<file path="config.mk">
export PLATFORM = sky130hd
export DESIGN_NAME = fcs_lock
export DESIGN_NICKNAME = d
export VERILOG_FILES = /design/src/logic/fcs_pkg.sv /design/src/logic/fcs_preboot_timer.sv /design/src/logic/fcs_lock.sv
export SDC_FILE = /design/constraint.sdc
export NUM_CORES = 1
export LEC_CHECK = 0
export ABC_AREA = 1
export BUFFER_PORTS_ARGS = -buffer_cell sky130_fd_sc_hd__buf_4
export CORE_ASPECT_RATIO = 0.9
export CORE_MARGIN = 5
export CORE_UTILIZATION = 50
export CTS_BUF_LIST = sky130_fd_sc_hd__clkbuf_8
export DETAILED_ROUTE_END_ITERATION = 6
export GPL_ROUTABILITY_DRIVEN = 0
export PLACE_DENSITY = 0.88
export SYNTH_ARGS = -nofsm -noshare
export SYNTH_HDL_FRONTEND = slang
export SYNTH_SLANG_ARGS = --single-unit
</file>
<file path="constraint.sdc">
create_clock -name i_core_clk -period 3.8 [get_ports i_core_clk]
set_input_delay 0.76 -clock i_core_clk [delete_from_list [all_inputs] [get_ports i_core_clk]]
set_output_delay 0.76 -clock i_core_clk [all_outputs]
set_load 0.02 [all_outputs]
</file>
<file path="src/logic/fcs_pkg.sv">
/*
 * Constants for the flash code protection block: register addresses,
 * field positions, reset values and the preboot length.
 * Assumes one MPU clock domain with synchronous active-low reset.
 */
package fcs_pkg;
	// ==========================================================
	// register addresses
	localparam logic [7:0]  SFR_FLASH_CONTROL   = 8'hb2;
	localparam logic [15:0] XADR_CONFIG_ONE     = 16'h2005;
	// ==========================================================
	// field positions
	localparam int          FC_PREBOOT_BIT      = 7;
	localparam int          FC_LOCK_BIT         = 6;
	localparam int          FC_MEEN_BIT         = 1;
	localparam int          FC_PWE_BIT          = 0;
	localparam logic [7:0]  FC_STORED_MASK      = 8'h03;
	localparam int          CF1_ECK_OFF_BIT     = 5;
	localparam logic [7:0]  CF1_STORED_MASK     = 8'hbf;
	// ==========================================================
	// reset values
	localparam logic [7:0]  FC_RESET            = 8'h00;
	localparam logic [7:0]  CF1_RESET           = 8'h00;
	// ==========================================================
	// timing
	localparam int          PREBOOT_CYCLES      = 32;
	localparam int          PREBOOT_CNT_W       = 6;
	// ==========================================================
	// emulator command codes
	localparam logic [2:0]  EMU_OP_NONE         = 3'h0;
	localparam logic [2:0]  EMU_OP_READ         = 3'h1;
	localparam logic [2:0]  EMU_OP_WRITE        = 3'h2;
	localparam logic [2:0]  EMU_OP_PAGE_ERASE   = 3'h3;
	localparam logic [2:0]  EMU_OP_BULK_ERASE   = 3'h4;
	localparam logic [2:0]  EMU_OP_CONTROL      = 3'h5;

	typedef enum logic [1:0]
	{
		FCS_PREBOOT = 2'b00,
		FCS_RUN     = 2'b01,
		FCS_ERASED  = 2'b10
	} fcs_phase_t;
endpackage : fcs_pkg

</file>
<file path="src/logic/fcs_preboot_timer.sv">
/*
 * Preboot cycle counter: counts MPU cycles from reset release and
 * reports when the preboot window has finished.
 * Assumes the owner gives it the same clock, enable and reset.
 */
module fcs_preboot_timer #(
	parameter int LENGTH = fcs_pkg::PREBOOT_CYCLES,
	parameter int CNT_W  = fcs_pkg::PREBOOT_CNT_W
) (
	input  wire logic i_core_clk,
	input  wire logic i_rst_n,
	input  wire logic i_ce,
	output logic      o_done
);
	import fcs_pkg::*;

	localparam logic [CNT_W-1:0] LAST = CNT_W'(LENGTH);

	logic [CNT_W-1:0] count;
	logic [CNT_W-1:0] next_count;

	// ==========================================================
	// counter
	always_comb
	begin
		next_count = count;
		if (count != LAST)
		begin
			next_count = count + CNT_W'(1);
		end
	end

	always_ff @(posedge i_core_clk)
	begin
		if (!i_rst_n)
		begin
			count <= '0;
		end
		else if (i_ce)
		begin
			count <= next_count;
		end
	end

	assign o_done = (count == LAST);
endmodule : fcs_preboot_timer

</file>
<file path="src/logic/fcs_lock.sv">
/*
 * Flash code protection: the flash control SFR, the emulator clock
 * disable bit in configuration register one, and the gating of
 * emulator and processor flash operations.
 * Assumes the MPU SFR and external-RAM ports are single-cycle and
 * synchronous to i_core_clk; the flash engine reports bulk erase end.
 */
// Notes on behaviour
// - protected: emulator may only bulk erase
// - protection set only during preboot code
// - protection cleared by bulk erase then reset
// - bulk erase also clears engine program RAM
// - emulator inhibited for first 32 cycles
// - preboot flag readable at 0xb2 bit 7
// - emulator allowed after preboot ends
// - protection bit cleared on every reset
// - protection bit write-one-only
// - protected: no emulator code reads
// - protected: page zero erase refused
// - protected: page zero writes suppressed
// - emulator clock off bit blocks emulator
// - unused flash control bits hold nothing, read zero; config one stores all bits but 6
module fcs_lock (
	input  wire logic        i_core_clk,
	input  wire logic        i_rst_n,
	input  wire logic        i_ce,
	// sfr port
	input  wire logic [7:0]  i_sfr_addr,
	input  wire logic        i_sfr_wr,
	input  wire logic        i_sfr_rd,
	input  wire logic [7:0]  i_sfr_wdata,
	output logic      [7:0]  o_sfr_rdata,
	output logic             o_sfr_hit,
	// configuration ram port
	input  wire logic [15:0] i_xram_addr,
	input  wire logic        i_xram_wr,
	input  wire logic        i_xram_rd,
	input  wire logic [7:0]  i_xram_wdata,
	output logic      [7:0]  o_xram_rdata,
	output logic             o_xram_hit,
	// processor flash requests
	input  wire logic        i_mpu_write,
	input  wire logic        i_mpu_page_erase,
	input  wire logic [6:0]  i_mpu_page,
	output logic             o_mpu_write_ok,
	output logic             o_mpu_page_erase_ok,
	// emulator requests
	input  wire logic        i_emu_req,
	input  wire logic [2:0]  i_emu_op,
	input  wire logic [6:0]  i_emu_page,
	output logic             o_emu_grant,
	output logic             o_emu_refuse,
	output logic             o_emu_enable,
	output logic             o_emu_clock_en,
	// flash engine
	input  wire logic        i_bulk_erase_done,
	output logic             o_engine_program_ram_clear,
	output logic             o_code_protect_lock,
	output logic             o_preboot
);
	import fcs_pkg::*;

	// ==========================================================
	// state
	fcs_phase_t  phase;
	fcs_phase_t  next_phase;
	logic        code_protect_lock;
	logic        next_lock;
	logic [7:0]  flash_control;
	logic [7:0]  next_flash_control;
	logic [7:0]  config_one;
	logic [7:0]  next_config_one;
	logic        preboot_done;
	logic        sfr_sel;
	logic        cfg_sel;
	logic        emu_ok;
	logic        emu_page0;
	logic        mpu_page0;

	logic [7:0]  sfr_rdata_q;
	logic [7:0]  next_sfr_rdata;
	logic        sfr_hit_q;
	logic [7:0]  xram_rdata_q;
	logic [7:0]  next_xram_rdata;
	logic        xram_hit_q;
	logic        mpu_write_ok_q;
	logic        next_mpu_write_ok;
	logic        mpu_perase_ok_q;
	logic        next_mpu_perase_ok;
	logic        emu_grant_q;
	logic        next_emu_grant;
	logic        emu_refuse_q;
	logic        next_emu_refuse;
	logic        emu_enable_q;
	logic        next_emu_enable;
	logic        emu_clock_en_q;
	logic        next_emu_clock_en;
	logic        ram_clear_q;
	logic        next_ram_clear;
	logic        next_sfr_hit;
	logic        next_xram_hit;
	logic        preboot_q;
	logic        next_preboot;

	fcs_preboot_timer #(
		.LENGTH (PREBOOT_CYCLES),
		.CNT_W  (PREBOOT_CNT_W)
	) u_preboot (
		.i_core_clk (i_core_clk),
		.i_rst_n    (i_rst_n),
		.i_ce       (i_ce),
		.o_done     (preboot_done)
	);

	assign sfr_sel = (i_sfr_addr == SFR_FLASH_CONTROL);
	assign cfg_sel = (i_xram_addr == XADR_CONFIG_ONE);

	// ==========================================================
	// phase and protection bit
	always_comb
	begin
		next_phase = phase;
		next_lock  = code_protect_lock;
		case (phase)
			FCS_PREBOOT:
			begin
				if (i_sfr_wr && sfr_sel && i_sfr_wdata[FC_LOCK_BIT]
					&& !preboot_done)
				begin
					next_lock = 1'b1;
				end
				if (preboot_done)
				begin
					next_phase = FCS_RUN;
				end
			end
			FCS_RUN:
			begin
				if (i_bulk_erase_done)
				begin
					next_phase = FCS_ERASED;
				end
			end
			FCS_ERASED:
			begin
				// lock holds until the next reset
				next_phase = FCS_ERASED;
			end
			default:
			begin
				next_phase = FCS_PREBOOT;
			end
		endcase
	end

	// ==========================================================
	// register file
	always_comb
	begin
		next_flash_control = flash_control;
		next_config_one    = config_one;
		if (i_sfr_wr && sfr_sel)
		begin
			next_flash_control = i_sfr_wdata & FC_STORED_MASK;
		end
		if (i_xram_wr && cfg_sel)
		begin
			next_config_one = i_xram_wdata & CF1_STORED_MASK;
		end
		next_sfr_rdata = 8'h00;
		if (i_sfr_rd && sfr_sel)
		begin
			next_sfr_rdata = flash_control;
			next_sfr_rdata[FC_PREBOOT_BIT] = !preboot_done;
			next_sfr_rdata[FC_LOCK_BIT]    = code_protect_lock;
		end
		next_xram_rdata = 8'h00;
		if (i_xram_rd && cfg_sel)
		begin
			next_xram_rdata = config_one;
		end
	end

	// ==========================================================
	// access gating
	always_comb
	begin
		emu_page0 = (i_emu_page == 7'h00);
		mpu_page0 = (i_mpu_page == 7'h00);
		next_mpu_write_ok  = i_mpu_write
			&& !(code_protect_lock && mpu_page0);
		next_mpu_perase_ok = i_mpu_page_erase
			&& !(code_protect_lock && mpu_page0);
		emu_ok = 1'b0;
		if (phase != FCS_PREBOOT
			&& !config_one[CF1_ECK_OFF_BIT])
		begin
			if (!code_protect_lock)
			begin
				emu_ok = 1'b1;
			end
			else
			begin
				emu_ok = (i_emu_op == EMU_OP_BULK_ERASE);
			end
			if (i_emu_op == EMU_OP_NONE)
			begin
				emu_ok = 1'b0;
			end
			if (code_protect_lock && emu_page0
				&& (i_emu_op == EMU_OP_WRITE
				|| i_emu_op == EMU_OP_PAGE_ERASE))
			begin
				emu_ok = 1'b0;
			end
		end
		next_emu_grant  = i_emu_req && emu_ok;
		next_emu_refuse = i_emu_req && !emu_ok;
		next_ram_clear  = i_bulk_erase_done;
	end

	// ==========================================================
	// status and handshake next values
	always_comb
	begin
		next_sfr_hit      = i_sfr_rd && sfr_sel;
		next_xram_hit     = i_xram_rd && cfg_sel;
		next_emu_enable   = preboot_done
			&& !next_config_one[CF1_ECK_OFF_BIT];
		next_emu_clock_en =
			!next_config_one[CF1_ECK_OFF_BIT];
		// follows the phase so the pin and the gating agree
		next_preboot      = (next_phase == FCS_PREBOOT);
	end

	// ==========================================================
	// phase and protection registers
	always_ff @(posedge i_core_clk)
	begin
		if (!i_rst_n)
		begin
			phase             <= FCS_PREBOOT;
			code_protect_lock <= 1'b0;
			preboot_q         <= 1'b1;
		end
		else if (i_ce)
		begin
			phase             <= next_phase;
			code_protect_lock <= next_lock;
			preboot_q         <= next_preboot;
		end
	end

	// ==========================================================
	// registers
	always_ff @(posedge i_core_clk)
	begin
		if (!i_rst_n)
		begin
			flash_control     <= FC_RESET;
			config_one        <= CF1_RESET;
			sfr_rdata_q       <= 8'h00;
			sfr_hit_q         <= 1'b0;
			xram_rdata_q      <= 8'h00;
			xram_hit_q        <= 1'b0;
			mpu_write_ok_q    <= 1'b0;
			mpu_perase_ok_q   <= 1'b0;
			emu_grant_q       <= 1'b0;
			emu_refuse_q      <= 1'b0;
			emu_enable_q      <= 1'b0;
			emu_clock_en_q    <= 1'b0;
			ram_clear_q       <= 1'b0;
		end
		else if (i_ce)
		begin
			flash_control     <= next_flash_control;
			config_one        <= next_config_one;
			sfr_rdata_q       <= next_sfr_rdata;
			sfr_hit_q         <= next_sfr_hit;
			xram_rdata_q      <= next_xram_rdata;
			xram_hit_q        <= next_xram_hit;
			mpu_write_ok_q    <= next_mpu_write_ok;
			mpu_perase_ok_q   <= next_mpu_perase_ok;
			emu_grant_q       <= next_emu_grant;
			emu_refuse_q      <= next_emu_refuse;
			emu_enable_q      <= next_emu_enable;
			emu_clock_en_q    <= next_emu_clock_en;
			ram_clear_q       <= next_ram_clear;
		end
	end

	assign o_sfr_rdata                = sfr_rdata_q;
	assign o_sfr_hit                  = sfr_hit_q;
	assign o_xram_rdata               = xram_rdata_q;
	assign o_xram_hit                 = xram_hit_q;
	assign o_mpu_write_ok             = mpu_write_ok_q;
	assign o_mpu_page_erase_ok        = mpu_perase_ok_q;
	assign o_emu_grant                = emu_grant_q;
	assign o_emu_refuse               = emu_refuse_q;
	assign o_emu_enable               = emu_enable_q;
	assign o_emu_clock_en             = emu_clock_en_q;
	assign o_engine_program_ram_clear = ram_clear_q;
	assign o_code_protect_lock        = code_protect_lock;
	assign o_preboot                  = preboot_q;
endmodule : fcs_lock

</file>
==> metrics.csv <==
stage,metric,value,unit
run_status,status,"finished, final reports clean",
route,DR vias,1816,
timing,period utilization,45.5,%
route,initial DRC count,104,
worst_setup_path,Worst setup EP type,flop,
clocking,postcts setup bufs,0,
min_path,HP Class,flop to flop,
worst_setup_path,Worst Setup SP,i_ce,
timing,final worst clock skew,0.00340,ns
worst_setup_path,R2R Setup Slk,2.37,ns
grt,vias in the first global route,1668,
power,VDD IR max,207,uV
floorplan,Initial Util,52.3,%
route,final wirelength,4350,um
layout,Synth-to-Final Area Change,37.7,%
power,Pwr per Cell Area,360,nW/um^2
placement,Placed Area,2350,um^2
clocking,# hold bufs at CTS,0,
route,drt drc,0,
timing,Setup-failing EPs final,0,
layout,"Design Area, Final",2470,um^2
layout,"commonest non-fill, non-tap cell in the layout",buf_4,
route,Via density,4.89,
worst_setup_path,crit-path max FO,21,
layout,# diodes,0,
floorplan,die area,4890,um^2
grt,initial antenna violation count,0,
layout,ratio of cells with drive above 1 in the final layout,28.1,%
synthesis,share of the synthesized area in the top cell type,43.5,%
layout,Finished Layout Cells,371,
clocking,TritonCTS clock tree,done,
timing,final hold vios,0,
placement,number of buffers inserted by port buffering,76,
synthesis,#FFs+latches synth,39,
clocking,Root Buffer Master,clkbuf_8,
worst_setup_path,startpoint types,input port,
worst_setup_path,Worst R2R End,u_preboot.count[4]$_SDFFE_PN0P_,
worst_setup_path,crit path DAT,1.88,ns
worst_setup_path,CP Class,input port to flop,
grt,overall routing resource usage,18.0,%
layout,"Core Util, Final",72.0,%
floorplan,IO Pins,95,
timing,total negative slack,0,ns
run,Max-Cap Viols,0,
grt,largest net degree at the start of global routing,25,
clocking,H-Tree Depth,2,
worst_setup_path,Critical Path RT,3.96,ns
synthesis,Mapped Cells,252,
floorplan,Core Region,3430,um^2
grt,global-route wire length before repair,6940,um
floorplan,Die H,66.8,um
timing,actual slew at the worst max-slew pin,0.755,ns
timing,Max-Slew Margin vs Limit,49.6,%
synthesis,Cell variety after synth,26,
floorplan,FP Rows,20,
clocking,Resize count post-CTS,0,
timing,post-route minimum period,1.73,ns
layout,fin nets,396,
synthesis,sequential share of the synthesized area,43.5,%
placement,hpwl dp,3360,um
grt,total gr overflow,0,
synthesis,Post-Syn Area,1790,um^2
clocking,TritonCTS Buffers,5,
worst_setup_path,CP Capture Point,o_sfr_hit$_SDFFE_PN0P_,
synthesis,leading post-synthesis cells by cell area,"dfxtp_1 44%, nand2_1 11%, nor2_1 8.6%, a21oi_1 7.8%, inv_1 6.1%",
placement,Cells after DPL,363,
floorplan,Die X,73.1,um
synthesis,Syn Area/Cell,7.11,um^2
clocking,"Reg clk slew, reported paths",0.07,ns
route,TritonRoute pass-1 iters,4,
clocking,CTS Buffer Depth,2,
power,P_leak,1.12,nW
clocking,Sink Count,39,
route,antenna-violating nets left,0,
worst_setup_path,Reg2Reg Depth,10,
timing,Hold Slack,0.463,ns
synthesis,cell taking the most area after synthesis,dfxtp_1,
worst_setup_path,reg2reg start,u_preboot.count[0]$_SDFFE_PN0P_,
route,average routed wire per standard cell,11.7,um
timing,Final Max Tran Viols,0,
synthesis,yosys warns,0,
clocking,Clock Latency Late Sink,0.29,ns
timing,RSZ-0062 raised after global routing,false,
timing,max frequency,578,MHz
layout,most frequent cells in the layout,"76 x buf_4, 53 x nand2_1, 41 x nor2_1",
-- per-stage QoR --
step,setup WS [ns],total power [mW]
2_1_floorplan,2.21,0.486
3_3_place_gp,1.78,0.540
3_5_place_dp,1.76,0.543
4_1_cts,2.06,0.889
5_1_grt,1.95,0.919
6_report,2.07,0.888
-- synthesized netlist by cell type --
master	instances
buf_4	6
conb_1	1
buf_1	1
o21a_1	7
nor2_2	3
nand2_2	1
o211ai_1	3
nand2_1	53
nand3b_1	1
nor4_1	1
o21ai_0	8
nand4_1	6
inv_1	29
o21bai_1	1
a21oi_1	28
ha_1	2
nor2_1	41
buf_6	1
a21oi_2	1
nor3_1	3
nand4_2	2
clkbuf_1	2
buf_2	3
dfxtp_1	39
nand3_1	8
nor2_4	1
-- layout make-up --
cell class | instances | area, um^2
Timing Repair Buffer | 76 | 571
Multi-Input combinational cell | 175 | 836
Fill cell | 284 | 960
Tap cell | 44 | 55.1
Clock inverter | 2 | 35.0
Sequential cell | 39 | 781
Clock buffer | 6 | 82.6
Inverter | 29 | 109
-- cells by family (layout without fill, tap and decap cells) --
kind of cell	after synthesis	in the layout	share of synthesized area [%]
AND/OR/NAND/NOR	120	120	29.0
adder cells (fa/ha/maj)	2	2	1.40
other	1	5	0.209
flip-flops	39	39	43.5
buffers and inverters	42	113	10.7
AO/OA/AOI/OAI	48	48	15.1
-- how the worst min path moves through the flow --
| stage | from | end | cells after the start |
|---|---|---|---|
| after floorplan | flash_control[0]$_SDFFE_PN0P_ | o_sfr_rdata[0]$_SDFFE_PN0P_ | 2 |
| after global placement | config_one[0]$_SDFFE_PN0P_ | o_xram_rdata[0]$_SDFFE_PN0P_ | 2 |
| after detailed placement | flash_control[0]$_SDFFE_PN0P_ | o_sfr_rdata[0]$_SDFFE_PN0P_ | 2 |
| after CTS | o_emu_clock_en$_SDFFE_PN0P_ | o_emu_clock_en$_SDFFE_PN0P_ | 2 |
| after global routing | o_xram_hit$_SDFFE_PN0P_ | o_xram_hit$_SDFFE_PN0P_ | 2 |
| final | config_one[2]$_SDFFE_PN0P_ | o_xram_rdata[2]$_SDFFE_PN0P_ | 2 |
-- state kept, by name, summed over array words and instances (netlist names), 2 cells and up --
signal	count
o_sfr_rdata	4
o_xram_rdata	7
config_one	7
phase	2
flash_control	2
u_preboot.count	6
-- layer usage --
metal	part of all wire [%]	wire length, um	track usage (%)	up-vias
met3	9.8	424	4.83	6
met4	1.3	56	6.22	0
li1	-	-	-	944
met1	40	1740	20.0	808
met5	0	0	0	-
met2	49	2130	32.8	58
-- where the power goes --
group | internal [mW] | switching [mW]
logic | 0.0549 | 0.0545
registers | 0.418 | 0.00591
clock network | 0.212 | 0.143
-- worst max-delay path: stages --
cell     delay, ns
buf_4         0.18
inv_1         0.50
nor2_1        0.22
a21oi_1       0.16
nor2_1        0.05
No activity file was read; power rests on OpenSTA's default activity.
